## config.mk

```make
export PLATFORM = sky130hd
export DESIGN_NAME = bst_tap
export DESIGN_NICKNAME = d
export VERILOG_FILES = /design/src/core/bst_pkg.sv /design/src/core/bst_tap.sv
export SDC_FILE = /design/constraint.sdc
export NUM_CORES = 1
export LEC_CHECK = 0
export ABC_AREA = 1
export BUFFER_PORTS_ARGS = -buffer_cell sky130_fd_sc_hd__buf_2
export CAP_MARGIN = 20
export CORE_ASPECT_RATIO = 0.8
export CORE_MARGIN = 2
export CORE_UTILIZATION = 59
export CTS_BUF_LIST = sky130_fd_sc_hd__clkbuf_4 sky130_fd_sc_hd__clkbuf_8 sky130_fd_sc_hd__clkbuf_16
export CTS_CLUSTER_DIAMETER = 50
export DETAILED_ROUTE_END_ITERATION = 7
export PLACE_DENSITY = 0.9
export SYNTH_ARGS = -nofsm -noshare
export SYNTH_HDL_FRONTEND = slang
export SYNTH_SLANG_ARGS = --single-unit
```

## constraint.sdc

```tcl
create_clock -name i_clk_sys -period 3.6 [get_ports i_clk_sys]
set_clock_uncertainty 0.1 [all_clocks]
set_input_delay 0.18 -clock i_clk_sys [delete_from_list [all_inputs] [get_ports i_clk_sys]]
set_output_delay 0.18 -clock i_clk_sys [all_outputs]
set_load 0.03 [all_outputs]
```

## src/core/bst_pkg.sv

```systemverilog
// Constants and types of the boundary-scan test access block.
package bst_pkg;
   // ----------------------------------------
   // Instruction codes
   // ----------------------------------------
   localparam int IR_W = 4;
   localparam logic [3:0] IR_EXTEST = 4'h0;
   localparam logic [3:0] IR_SAMPLE = 4'h1;
   localparam logic [3:0] IR_PRELOAD = 4'h2;
   localparam logic [3:0] IR_IDCODE = 4'h3;
   localparam logic [3:0] IR_HIGHZ = 4'h4;
   localparam logic [3:0] IR_CLAMP = 4'h5;
   localparam logic [3:0] IR_BYPASS = 4'hf;
   localparam logic [3:0] IR_CAPTURE = 4'h1;
   // ----------------------------------------
   // Sizes
   // ----------------------------------------
   localparam int GPIO_W = 5;
   localparam int BSR_W = 8;
   localparam int DR_W = 32;
   localparam logic [4:0] DR_LAST = 5'h1f;
   // Arbitrary identification code value.
   localparam logic [31:0] IDCODE_VAL = 32'h1234_5679;
   // GPIO lane positions of the scan port.
   localparam int P_TCK = 0;
   localparam int P_TMS = 1;
   localparam int P_TDI = 2;
   localparam int P_TDO = 3;
   localparam int P_TRST = 4;
   // ----------------------------------------
   // Types
   // ----------------------------------------
   typedef enum logic [3:0] {
      S_RESET = 4'h0, S_IDLE = 4'h1, S_SEL_DR = 4'h3, S_CAP_DR = 4'h2,
      S_SH_DR = 4'h6, S_EX1_DR = 4'h7, S_PAU_DR = 4'h5, S_EX2_DR = 4'h4,
      S_UPD_DR = 4'hc, S_SEL_IR = 4'hd, S_CAP_IR = 4'hf, S_SH_IR = 4'he,
      S_EX1_IR = 4'ha, S_PAU_IR = 4'hb, S_EX2_IR = 4'h9, S_UPD_IR = 4'h8
   } bst_state_e;
   typedef struct packed {
      logic [4:0] out;
      logic [4:0] oe_n;
   } bst_pins_s;
endpackage

```

## src/core/bst_tap.sv

```systemverilog
// Boundary-scan test access port sharing five GPIO pins.
// Contract
// RQ1 - Test-select low turns the five shared GPIO pins into scan port signals.
// RQ2 - Test-select low stops normal operation; only scan access remains.
// RQ3 - GPIO0..4 carry TCK, TMS, TDI, TDO, TRSTn in test mode.
// RQ4 - Standard TAP with IDCODE, BYPASS, EXTEST, SAMPLE, PRELOAD, HIGHZ, CLAMP.
// RQ5 - IDCODE instruction shifts the fixed identification code out on TDO.
// RQ6 - Controller should pulse master reset when it releases test-select.
// RQ7 - TAP controller held in Test-Logic-Reset while test-select is high.
`timescale 1ns/1ns
`default_nettype none
module bst_tap (
   input wire logic i_clk_sys,
   input wire logic i_sys_rst,
   input wire logic i_scan_mode_select_n,
   input wire logic [4:0] i_gpio,
   output logic [4:0] o_gpio,
   output logic [4:0] o_gpio_oe_n,
   input wire logic [4:0] i_core_gpio_out,
   input wire logic [4:0] i_core_gpio_oe_n,
   output logic [4:0] o_core_gpio_in,
   input wire logic [7:0] i_core_pins,
   input wire logic [7:0] i_core_pins_oe_n,
   output logic [7:0] o_pins,
   output logic [7:0] o_pins_oe_n,
   output logic o_operational
);
   // ----------------------------------------
   // Input synchronisers
   // ----------------------------------------
   logic [5:0] sy1_q;
   logic [5:0] sy2_q;
   logic tck_prev_q;
   always_ff @(posedge i_clk_sys) begin
      if (i_sys_rst) begin
         sy1_q <= 6'h3f;
         sy2_q <= 6'h3f;
         tck_prev_q <= 1'b0;
      end else begin
         sy1_q <= {i_scan_mode_select_n, i_gpio};
         sy2_q <= sy1_q;
         tck_prev_q <= sy2_q[bst_pkg::P_TCK];
      end
   end
   wire test_mode = ~sy2_q[5];
   wire tck = sy2_q[bst_pkg::P_TCK];
   wire tms = sy2_q[bst_pkg::P_TMS];
   wire tdi = sy2_q[bst_pkg::P_TDI];
   wire trst_n = sy2_q[bst_pkg::P_TRST];
   wire tck_rise = test_mode & tck & ~tck_prev_q;
   wire tck_fall = test_mode & ~tck & tck_prev_q;
   // Asynchronous-style hold: reset, trst or normal mode keep the TAP in reset.
   wire tap_clr = i_sys_rst | ~test_mode | ~trst_n; // RQ7
   // ----------------------------------------
   // TAP controller
   // ----------------------------------------
   bst_pkg::bst_state_e st_q;
   bst_pkg::bst_state_e st_d;
   always_comb begin
      st_d = st_q;
      case (st_q)
         bst_pkg::S_RESET: st_d = tms ? bst_pkg::S_RESET : bst_pkg::S_IDLE;
         bst_pkg::S_IDLE: st_d = tms ? bst_pkg::S_SEL_DR : bst_pkg::S_IDLE;
         bst_pkg::S_SEL_DR: st_d = tms ? bst_pkg::S_SEL_IR : bst_pkg::S_CAP_DR;
         bst_pkg::S_CAP_DR: st_d = tms ? bst_pkg::S_EX1_DR : bst_pkg::S_SH_DR;
         bst_pkg::S_SH_DR: st_d = tms ? bst_pkg::S_EX1_DR : bst_pkg::S_SH_DR;
         bst_pkg::S_EX1_DR: st_d = tms ? bst_pkg::S_UPD_DR : bst_pkg::S_PAU_DR;
         bst_pkg::S_PAU_DR: st_d = tms ? bst_pkg::S_EX2_DR : bst_pkg::S_PAU_DR;
         bst_pkg::S_EX2_DR: st_d = tms ? bst_pkg::S_UPD_DR : bst_pkg::S_SH_DR;
         bst_pkg::S_UPD_DR: st_d = tms ? bst_pkg::S_SEL_DR : bst_pkg::S_IDLE;
         bst_pkg::S_SEL_IR: st_d = tms ? bst_pkg::S_RESET : bst_pkg::S_CAP_IR;
         bst_pkg::S_CAP_IR: st_d = tms ? bst_pkg::S_EX1_IR : bst_pkg::S_SH_IR;
         bst_pkg::S_SH_IR: st_d = tms ? bst_pkg::S_EX1_IR : bst_pkg::S_SH_IR;
         bst_pkg::S_EX1_IR: st_d = tms ? bst_pkg::S_UPD_IR : bst_pkg::S_PAU_IR;
         bst_pkg::S_PAU_IR: st_d = tms ? bst_pkg::S_EX2_IR : bst_pkg::S_PAU_IR;
         bst_pkg::S_EX2_IR: st_d = tms ? bst_pkg::S_UPD_IR : bst_pkg::S_SH_IR;
         bst_pkg::S_UPD_IR: st_d = tms ? bst_pkg::S_SEL_DR : bst_pkg::S_IDLE;
         default: st_d = bst_pkg::S_RESET;
      endcase
   end
   // ----------------------------------------
   // Instruction and data registers
   // ----------------------------------------
   logic [3:0] ir_q;
   logic [3:0] ir_sh_q;
   logic [31:0] dr_q;
   logic [7:0] bsr_q;
   logic tdo_q;
   logic tdo_en_q;
   wire sel_id = (ir_q == bst_pkg::IR_IDCODE); // RQ4
   wire sel_bsr = (ir_q == bst_pkg::IR_EXTEST) | (ir_q == bst_pkg::IR_SAMPLE)
      | (ir_q == bst_pkg::IR_PRELOAD);
   wire [31:0] dr_shift = sel_id ? {tdi, dr_q[31:1]}
      : sel_bsr ? {24'h000000, tdi, dr_q[7:1]} : {31'h00000000, tdi};
   wire [31:0] dr_cap = sel_id ? bst_pkg::IDCODE_VAL // RQ5
      : sel_bsr ? {24'h000000, i_core_pins} : 32'h00000000;
   always_ff @(posedge i_clk_sys) begin
      if (tap_clr) begin
         st_q <= bst_pkg::S_RESET;
         ir_q <= bst_pkg::IR_IDCODE;
         ir_sh_q <= 4'h0;
         dr_q <= 32'h00000000;
         bsr_q <= 8'h00;
      end else if (tck_rise) begin
         st_q <= st_d; // RQ4
         if (st_q == bst_pkg::S_CAP_IR) ir_sh_q <= bst_pkg::IR_CAPTURE;
         if (st_q == bst_pkg::S_SH_IR) ir_sh_q <= {tdi, ir_sh_q[3:1]};
         if (st_q == bst_pkg::S_CAP_DR) dr_q <= dr_cap;
         if (st_q == bst_pkg::S_SH_DR) dr_q <= dr_shift;
         if (st_q == bst_pkg::S_RESET) ir_q <= bst_pkg::IR_IDCODE;
         if (st_q == bst_pkg::S_UPD_IR) ir_q <= ir_sh_q;
         if (st_q == bst_pkg::S_UPD_DR && sel_bsr && ir_q != bst_pkg::IR_SAMPLE)
            bsr_q <= dr_q[7:0];
      end
   end
   // Shift-IR and Shift-DR are the only states in which TDO carries data.
   function automatic logic in_shift(input bst_pkg::bst_state_e st);
      in_shift = (st == bst_pkg::S_SH_IR) | (st == bst_pkg::S_SH_DR);
   endfunction
   // TDO changes on the falling edge of TCK.
   always_ff @(posedge i_clk_sys) begin
      if (tap_clr) begin
         tdo_q <= 1'b0;
         tdo_en_q <= 1'b0;
      end else if (tck_fall) begin
         tdo_q <= (st_q == bst_pkg::S_SH_IR) ? ir_sh_q[0] : dr_q[0];
         tdo_en_q <= in_shift(st_q); // RQ3
      end
   end
   // ----------------------------------------
   // Pin multiplexing
   // ----------------------------------------
   wire drive_bsr = test_mode & ((ir_q == bst_pkg::IR_EXTEST) | (ir_q == bst_pkg::IR_CLAMP));
   wire high_z = test_mode & (ir_q == bst_pkg::IR_HIGHZ);
   bst_pkg::bst_pins_s gp;
   assign gp.out = test_mode ? {1'b0, tdo_q, 3'h0} : i_core_gpio_out; // RQ3
   assign gp.oe_n = test_mode ? {1'b1, ~tdo_en_q, 3'h7} : i_core_gpio_oe_n; // RQ1
   always_ff @(posedge i_clk_sys) begin
      if (i_sys_rst) begin
         o_gpio <= 5'h00;
         o_gpio_oe_n <= 5'h1f;
         o_pins <= 8'h00;
         o_pins_oe_n <= 8'hff;
         o_core_gpio_in <= 5'h00;
         o_operational <= 1'b0;
      end else begin
         o_gpio <= gp.out;
         o_gpio_oe_n <= gp.oe_n;
         o_pins <= drive_bsr ? bsr_q : i_core_pins;
         o_pins_oe_n <= high_z ? 8'hff : (drive_bsr ? 8'h00 : i_core_pins_oe_n);
         o_core_gpio_in <= test_mode ? 5'h00 : sy2_q[4:0]; // RQ1
         o_operational <= ~test_mode; // RQ2
      end
   end
   // ----------------------------------------
   // Checks
   // ----------------------------------------
   property p_hold_reset;
      @(posedge i_clk_sys) disable iff (i_sys_rst) !test_mode |=> st_q == bst_pkg::S_RESET;
   endproperty
   a_hold_reset: assert property (p_hold_reset) else $error("TAP left reset in normal mode"); // RQ7
   property p_nonop;
      @(posedge i_clk_sys) disable iff (i_sys_rst) test_mode |=> !o_operational;
   endproperty
   a_nonop: assert property (p_nonop) else $error("device operational in test mode"); // RQ2
   property p_op;
      @(posedge i_clk_sys) disable iff (i_sys_rst) !test_mode |=> o_operational;
   endproperty
   a_op: assert property (p_op) else $error("device not operational in normal mode"); // RQ2
   property p_inputs_only;
      @(posedge i_clk_sys) disable iff (i_sys_rst)
         test_mode |=> o_gpio_oe_n[2:0] == 3'h7 && o_gpio_oe_n[4];
   endproperty
   a_inputs_only: assert property (p_inputs_only) else $error("scan input pin driven"); // RQ3
   property p_gpio_pass;
      @(posedge i_clk_sys) disable iff (i_sys_rst)
         !test_mode |=> o_gpio_oe_n == $past(i_core_gpio_oe_n);
   endproperty
   a_gpio_pass: assert property (p_gpio_pass) else $error("GPIO enable not passed"); // RQ1
   property p_core_blind;
      @(posedge i_clk_sys) disable iff (i_sys_rst) test_mode |=> o_core_gpio_in == 5'h00;
   endproperty
   a_core_blind: assert property (p_core_blind) else $error("core sees scan pins"); // RQ1
   property p_id_cap;
      @(posedge i_clk_sys) disable iff (tap_clr)
         tck_rise && st_q == bst_pkg::S_CAP_DR && sel_id |=> dr_q == bst_pkg::IDCODE_VAL;
   endproperty
   a_id_cap: assert property (p_id_cap) else $error("IDCODE not captured"); // RQ5
   property p_highz;
      @(posedge i_clk_sys) disable iff (i_sys_rst) high_z |=> o_pins_oe_n == 8'hff;
   endproperty
   a_highz: assert property (p_highz) else $error("HIGHZ pins driven"); // RQ4
   property p_reset_ir;
      @(posedge i_clk_sys) disable iff (tap_clr)
         tck_rise && st_q == bst_pkg::S_RESET |=> ir_q == bst_pkg::IR_IDCODE;
   endproperty
   a_reset_ir: assert property (p_reset_ir) else $error("IR not IDCODE after reset"); // RQ4
   property p_tdo_quiet;
      @(posedge i_clk_sys) disable iff (i_sys_rst) test_mode && !tdo_en_q |=> o_gpio_oe_n[3];
   endproperty
   a_tdo_quiet: assert property (p_tdo_quiet) else $error("TDO driven outside shift"); // RQ3
   property p_bsr_drive;
      @(posedge i_clk_sys) disable iff (i_sys_rst)
         test_mode && (ir_q == bst_pkg::IR_EXTEST || ir_q == bst_pkg::IR_CLAMP)
         |=> o_pins == $past(bsr_q) && o_pins_oe_n == 8'h00;
   endproperty
   a_bsr_drive: assert property (p_bsr_drive) else $error("boundary cells not on pins"); // RQ4
   property p_sample_pass;
      @(posedge i_clk_sys) disable iff (i_sys_rst)
         test_mode && ir_q == bst_pkg::IR_SAMPLE |=> o_pins == $past(i_core_pins);
   endproperty
   a_sample_pass: assert property (p_sample_pass) else $error("SAMPLE disturbed the pins"); // RQ4
   property p_ir_cap;
      @(posedge i_clk_sys) disable iff (tap_clr)
         tck_rise && st_q == bst_pkg::S_CAP_IR |=> ir_sh_q == bst_pkg::IR_CAPTURE;
   endproperty
   a_ir_cap: assert property (p_ir_cap) else $error("IR capture pattern wrong"); // RQ4
   property p_bypass_cap;
      @(posedge i_clk_sys) disable iff (tap_clr)
         tck_rise && st_q == bst_pkg::S_CAP_DR && !sel_id && !sel_bsr |=> dr_q[0] == 1'b0;
   endproperty
   a_bypass_cap: assert property (p_bypass_cap) else $error("bypass bit not cleared"); // RQ4
endmodule
`default_nettype wire

```

==> flow_metrics.py, run 1 <==
metrics = {
    "placement": {
        "place.port_buffers": 65,
        "hpwl_detailed_um": 5390,
        "placement.setup.worst_slack_ps": 1070,
        "placed_cells_incl_taps": 599,
        "detailed_place.area_mm2": 0.00404,
        "gp_routability_congestion": 0.943,
    },
    "synthesis": {
        "syn-cell-area_mm2": 0.00369,
        "synth_sequential_area_ratio_pct": 53.7,
        "async_reset_ff_share_pct": 0,
        "yosys.area.top_type_share_pct": 53.7,
        "synth-seq-cells": 99,
        "synth_enable_flop_cells": 0,
        "synthesis.yosys.warnings": 0,
        "post_syn_instances": 469,
        "post-synth-top-count-cell": "sky130_fd_sc_hd__nand2_1",
        "synth_flop_cell": "sky130_fd_sc_hd__dfxtp_1",
        "synth_area_leaders": "sky130_fd_sc_hd__dfxtp_1 (54%), sky130_fd_sc_hd__nand2_1 (11%), sky130_fd_sc_hd__a21oi_1 (8.7%)",
        "synth.top_cells.by_count": "sky130_fd_sc_hd__nand2_1 (111), sky130_fd_sc_hd__dfxtp_1 (99), sky130_fd_sc_hd__a21oi_1 (64)",
        "synth_fp_nets": 503,
        "synth_cell_type_count": 28,
        "synth_top_area_cell": "sky130_fd_sc_hd__dfxtp_1",
        "synth.avg_cell_area_um2": 7.86,
    },
    "routing": {
        "via_per_inst": 5.17,
        "detail-route-antenna-nets": 0,
        "vias": 3312,
        "detail_route.wirelength_um": 8330,
        "routed_wire_length_per_instance_um": 13.0,
        "drt_pass1_iterations": 8,
        "drt-initial-drc-count": 293,
        "post-route-drc-count": 0,
    },
    "power": {
        "p_leak_nw": 1.91,
        "powerDensity_mw_per_mm2": 439,
        "irDropWorstVdd_uv": 362,
    },
    "sta": {
        "fin_ws_ps": 957,
        "final_hold_viol_count": 0,
        "achievable-frequency_ghz": 0.378,
        "grt_setup_unrepaired": "false",
        "maxSlewViolCount": 0,
        "worst_slew_margin_rel_pct": 52.4,
        "final-setup-viol-count": 0,
        "minimum_clock_period_after_layout_ps": 2640,
        "timing.setup.tns_ps": 0,
        "finalCritPeriodShare_pct": 73.4,
        "tightest_slew_ps": 715,
    },
    "global_route": {
        "met1_grt_util_pct": 30.9,
        "overflow": 0,
        "first_global_vias": 3029,
        "grt.busiest_layer": "met2",
        "grt_start_max_net_pins": 38,
        "track_usage_pct": 25.6,
        "grt_antenna_before_repair": 0,
        "grt_util_met2_pct": 44.1,
        "grt_use_met3_pct": 8.31,
        "grt_pass1_wl_um": 13600,
    },
    "worst_setup_path": {
        "regToRegSetupSlack_ps": 960,
        "startpoint_type": "flop",
        "crit_path_max_fanout": 15,
        "crit_arrival_ps": 2830,
        "setup.worst_path.end_class": "flop",
        "worst-setup-path-type": "flop to flop",
        "critical_path_required_ps": 3780,
    },
    "clocking": {
        "postCtsSetupRepairBufs": 0,
        "worst_skew_pair.late_latency_ps": 360,
        "clock_sink_count": 99,
        "htree_num_levels": 3,
        "root_cell_of_the_clock_tree": "sky130_fd_sc_hd__clkbuf_8",
        "clock_tree.buffer_depth": 2,
        "cts-buffers-inserted": 9,
        "cts.reportedPaths.clkPinSlew_ps": 90,
        "clock_tree_from_tritoncts": "yes",
    },
    "finish": {
        "stdcell_area_mm2": 0.00450,
        "drive_gt1_share_pct": 20.0,
        "insertedDiodeCount": 0,
        "finish.cell_count_without_fillers": 641,
        "syn2layout_area_growth_pct": 22.1,
        "nNetsFinal": 589,
    },
    "run_status": {
        "outcome": "finished clean",
    },
    "floorplan": {
        "floorplan.initialDensity_pct": 61.7,
        "pin_count": 66,
        "std_cell_rows": 25,
        "chipHeight_um": 74.7,
        "floorplan.die_area_mm2": 0.00690,
        "die_w_um": 92.4,
        "placeableCoreArea_mm2": 0.00597,
    },
    "job": {
        "drv_cap": 0,
    },
    "worst_hold_path": {
        "hold_path_class": "input port to flop",
    },
}
[power by group]
group / internal, W / leakage (nW) / switching, W
combinational: 0.0000598 / 0.999 / 0.0000895
sequential: 0.00112 / 0.810 / 0.00000886
clock: 0.000330 / 0.100 / 0.000365
[flip-flops by register name, indices dropped and copies added, names as in the netlist, 4 cells and up]
signal / cells
o_core_gpio_in: 5
o_gpio_oe_n: 5
o_pins_oe_n: 8
ir_sh_q: 4
bsr_q: 8
dr_q: 32
sy2_q: 6
o_gpio: 5
o_pins: 8
sy1_q: 6
ir_q: 4
st_q: 4
[layout by cell type, fill, tap and decap left out, drive strengths merged, types with 4 or more instances in the layout]
| master | n |
|---|---|
| dlygate4sd3 | 26 |
| nor2 | 34 |
| o21ai | 38 |
| clkbuf | 10 |
| a21oi | 64 |
| nand3 | 22 |
| nor3 | 4 |
| nand2 | 112 |
| or2 | 16 |
| dfxtp | 99 |
| inv | 49 |
| buf | 67 |
[timing repair]
item / in CTS / in global routing
hold buffers: 26 / 0
resized for setup: 0 / 0
endpoints found under the setup margin: 0 / 0
hold endpoints to repair: 26 / 0
[per-stage QoR]
| stage | utilization, % | power, W | hold slack [ps] |
|---|---|---|---|
| finish | 75.3 | 0.00198 | 34.6 |
| global route | 75.3 | 0.00205 | 53.6 |
| CTS | 75.3 | 0.00199 | 25.9 |
| global placement | 67.7 | 0.00128 | 263 |
| detailed placement | 67.7 | 0.00128 | 267 |
| floorplan | - | 0.00123 | 175 |
[final timing paths]
check | startpoint | end | cells after the start
max reg2reg | st_q[2]$_SDFFE_PP0P_ | dr_q[22]$_SDFFE_PP0P_ | 8
max | st_q[2]$_SDFFE_PP0P_ | dr_q[22]$_SDFFE_PP0P_ | 8
min | i_core_pins[5] | o_pins[5]$_SDFF_PP0_ | 3
min reg2reg | sy1_q[1]$_SDFF_PP1_ | sy2_q[1]$_SDFF_PP1_ | 1
[layer usage]
layer,share of wire [%],routed length [µm]
met5,0,0
met4,2.1,175
met3,7.4,617
met2,48,3970
met1,43,3560
[cell type report]
type / instances / area, µm²
timing repair buffer: 93 / 601
clock inverter: 6 / 65.1
inverter: 48 / 183
tap: 81 / 101
sequential: 99 / 1980
multi-input combinational: 304 / 1440
clock buffer: 10 / 131
fill: 435 / 1470
[critical path, stage by stage, from the launching register on]
cell and delay [ps]:
sky130_fd_sc_hd__dfxtp_1 490, sky130_fd_sc_hd__inv_2 100, sky130_fd_sc_hd__nor2_4 150, sky130_fd_sc_hd__inv_1 70
sky130_fd_sc_hd__nor2_1 530, sky130_fd_sc_hd__inv_2 280, sky130_fd_sc_hd__nor3_4 560, sky130_fd_sc_hd__nand2_1 110
sky130_fd_sc_hd__a21oi_1 170
[cell families (layout without fill, tap and decap cells)]
group | Yosys count | count (layout) | synth area share, %
AND/OR/NAND/NOR | 191 | 191 | 23.0
flip-flops | 99 | 99 | 53.7
buffers and inverters | 66 | 157 | 7.26
AO/OA/AOI/OAI | 113 | 113 | 15.9
Power figures use the tool's default switching activity.
==> inputs of run 2 (changes only) <==
--- a/config.mk
+++ b/config.mk
@@ -10,11 +10,11 @@
 export CAP_MARGIN = 20
 export CORE_ASPECT_RATIO = 0.8
 export CORE_MARGIN = 2
-export CORE_UTILIZATION = 59
+export CORE_UTILIZATION = 55
 export CTS_BUF_LIST = sky130_fd_sc_hd__clkbuf_4 sky130_fd_sc_hd__clkbuf_8 sky130_fd_sc_hd__clkbuf_16
 export CTS_CLUSTER_DIAMETER = 50
 export DETAILED_ROUTE_END_ITERATION = 7
-export PLACE_DENSITY = 0.9
+export PLACE_DENSITY = 0.85
 export SYNTH_ARGS = -nofsm -noshare
 export SYNTH_HDL_FRONTEND = slang
 export SYNTH_SLANG_ARGS = --single-unit
==> constraint.sdc (replaced) <==
create_clock -name i_clk_sys -period 2.6 [get_ports i_clk_sys]
set_clock_uncertainty 0.1 [all_clocks]
set_input_delay 0.13 -clock i_clk_sys [delete_from_list [all_inputs] [get_ports i_clk_sys]]
set_output_delay 0.13 -clock i_clk_sys [all_outputs]
set_load 0.03 [all_outputs]
==> run 2 against run 1 <==
Effect of this change:
- non-clock buffer count is 7 higher
- register-to-register slack worse by 500 ps
- design area up 1.8%
- count of clock-buffer cells in the layout decreased by 1
- global-route usage decreased by 2.3 points
- critical path depth did not move
- sequential power is 39% higher
- clock power grew 47%
- largest power group unchanged
==> flow_metrics.py, run 2 (synthesis gave the netlist of run 1 again) <==
metrics = {
    "placement": {
        "hpwl_detailed_um": 5260,
        "placement.setup.worst_slack_ps": 517,
        "place.port_buffers": 65,
        "gp_routability_congestion": 0.946,
    },
    "power": {
        "irDropWorstVdd_uv": 387,
        "seq_power_share_pct": 55.9,
        "p_sw_w": 0.000693,
        "powerDensity_mw_per_mm2": 611,
        "p_leak_nw": 1.94,
        "power.clock.fraction_pct": 36.4,
        "combinationalPowerShare_pct": 7.7,
        "netSwitchingFraction_pct": 24.8,
        "cell_int_power_w": 0.00211,
    },
    "floorplan": {
        "floorplan.initialDensity_pct": 57.2,
        "chipHeight_um": 77.2,
        "floorplan.die_area_mm2": 0.00738,
        "placeableCoreArea_mm2": 0.00644,
        "die_w_um": 95.5,
        "pin_count": 66,
        "std_cell_rows": 26,
    },
    "global_route": {
        "track_usage_pct": 23.2,
        "grt_antenna_before_repair": 0,
        "met1_grt_util_pct": 28.4,
        "first_global_vias": 2982,
        "grt.busiest_layer": "met2",
        "grt_start_max_net_pins": 38,
        "overflow": 0,
        "grt_util_met2_pct": 38.7,
        "grt_use_met3_pct": 6.29,
        "grt_pass1_wl_um": 13500,
    },
    "clocking": {
        "cts.reportedPaths.clkPinSlew_ps": 100,
        "clock_sink_count": 99,
        "cts-buffers-inserted": 9,
        "htree_num_levels": 3,
        "root_cell_of_the_clock_tree": "sky130_fd_sc_hd__clkbuf_8",
        "post_cts_hold_buffer_count": 32,
        "clock_tree_from_tritoncts": "yes",
        "worst_skew_pair.late_latency_ps": 370,
        "clock_tree.buffer_depth": 2,
        "post_cts.resized_instances": 0,
        "postCtsSetupRepairBufs": 0,
    },
    "worst_setup_path": {
        "crit_path_max_fanout": 27,
        "worst-setup-path-type": "flop to flop",
        "critical-path-max-stage-delay_ps": 470,
        "slowest_stage": "sky130_fd_sc_hd__dfxtp_1",
        "setup.worst_path.end_class": "flop",
        "cp.buffers_inverters": 2,
        "critical_path_required_ps": 2800,
        "crit_family": "simple AND/OR/NAND/NOR gates",
        "startpoint_type": "flop",
        "crit_path_cell_trace": "nand2_2, nor2_4, inv_2, nor2_8, inv_4, nor3_4, nand2_1, a21oi_1",
        "crit_arrival_ps": 2340,
    },
    "finish": {
        "multi_input_comb_area_mm2": 0.00144,
        "n_fill_cell": 475,
        "seqCellArea_mm2": 0.00198,
        "layout.cells.most_common_list": "sky130_fd_sc_hd__nand2_1 (111), sky130_fd_sc_hd__dfxtp_1 (99), sky130_fd_sc_hd__buf_2 (65), sky130_fd_sc_hd__a21oi_1 (64), sky130_fd_sc_hd__inv_1 (42)",
        "insertedDiodeCount": 0,
        "mostFrequentLayoutCell": "sky130_fd_sc_hd__nand2_1",
        "flip_flop_count_of_the_largest_register_all_copies_and_words_added": 32,
        "syn2layout_area_growth_pct": 24.3,
        "nNetsFinal": 596,
        "drive_gt1_share_pct": 19.9,
        "regMostFlops": "dr_q",
    },
    "routing": {
        "drt_pass1_iterations": 6,
        "via_per_inst": 5.22,
        "post-route-drc-count": 0,
        "detail-route-antenna-nets": 0,
        "vias": 3398,
        "routed_wire_length_per_instance_um": 13.0,
        "detail_route.wirelength_um": 8440,
        "drt-initial-drc-count": 209,
    },
    "sta": {
        "grt_setup_unrepaired": "false",
        "fin_ws_ps": 461,
        "finalCritPeriodShare_pct": 82.3,
        "timing.setup.tns_ps": 0,
        "final-setup-viol-count": 0,
        "worst_slew_margin_rel_pct": 56.7,
        "maxSlewViolCount": 0,
        "minimum_clock_period_after_layout_ps": 2140,
        "final_hold_viol_count": 0,
        "tightest_slew_ps": 650,
        "achievable-frequency_ghz": 0.468,
    },
    "worst_hold_path": {
        "hold_path_class": "input port to flop",
    },
    "job": {
        "drv_cap": 0,
    },
    "run_status": {
        "outcome": "finished clean",
    },
}
run 2: worst paths after layout:
kind | startpoint | to | slack, ps | depth (start not counted)
worst min-delay path | i_core_pins[6] | dr_q[6]$_SDFFE_PP0P_ | 30 | 5
worst max-delay path | st_q[1]$_SDFFE_PP0P_ | dr_q[15]$_SDFFE_PP0P_ | 460 | 8
worst min register to register | sy1_q[2]$_SDFF_PP1_ | sy2_q[2]$_SDFF_PP1_ | 320 | 1
worst max register to register | st_q[1]$_SDFFE_PP0P_ | dr_q[15]$_SDFFE_PP0P_ | 460 | 8
run 2: cell type report:
type,count,area share [%]
timing repair buffer,100,14.6
clock buffer,9,2.70
sequential,99,43.2
inverter,48,3.99
clock inverter,7,1.83
multi-input combinational,304,31.4
tap,84,2.29
run 2: tightest hold or removal path, cell delays in order:
cell                      delay (ps)
sky130_fd_sc_hd__buf_2           120
sky130_fd_sc_hd__nand2_1          60
sky130_fd_sc_hd__nand2_1          50
sky130_fd_sc_hd__nand3_1          60
sky130_fd_sc_hd__a21oi_1          50
run 2: layer usage:
| metal | part of all wire, % | up-vias | wire (µm) |
|---|---|---|---|
| li1 | - | 1702 | - |
| met4 | 2.4 | 0 | 203 |
| met2 | 48 | 129 | 4020 |
| met3 | 6.4 | 23 | 538 |
| met5 | 0 | - | 0 |
| met1 | 44 | 1544 | 3680 |
run 2: through the flow:
| stage | total power, W | hold WS (ps) | cells | utilization, % | area, µm² |
|---|---|---|---|---|---|
| after floorplan | 0.00171 | 125 | 469 | - | 3690 |
| after global placement | 0.00177 | 212 | 603 | 63.0 | 4060 |
| after detailed placement | 0.00177 | 216 | 603 | 63.0 | 4060 |
| after CTS | 0.00280 | 16.6 | 651 | 71.2 | 4580 |
| after global routing | 0.00289 | 57.1 | 651 | 71.2 | 4580 |
| final | 0.00280 | 30.0 | 651 | 71.2 | 4580 |
run 2: power by group through the flow:
stage	clock network (W)	logic [W]	registers (W)
after global routing	0.00109	0.000231	0.00157
final	0.00102	0.000215	0.00157
after global placement	0	0.000170	0.00160
after CTS	0.00103	0.000210	0.00156
after floorplan	0	0.0000480	0.00166
after detailed placement	0	0.000173	0.00160
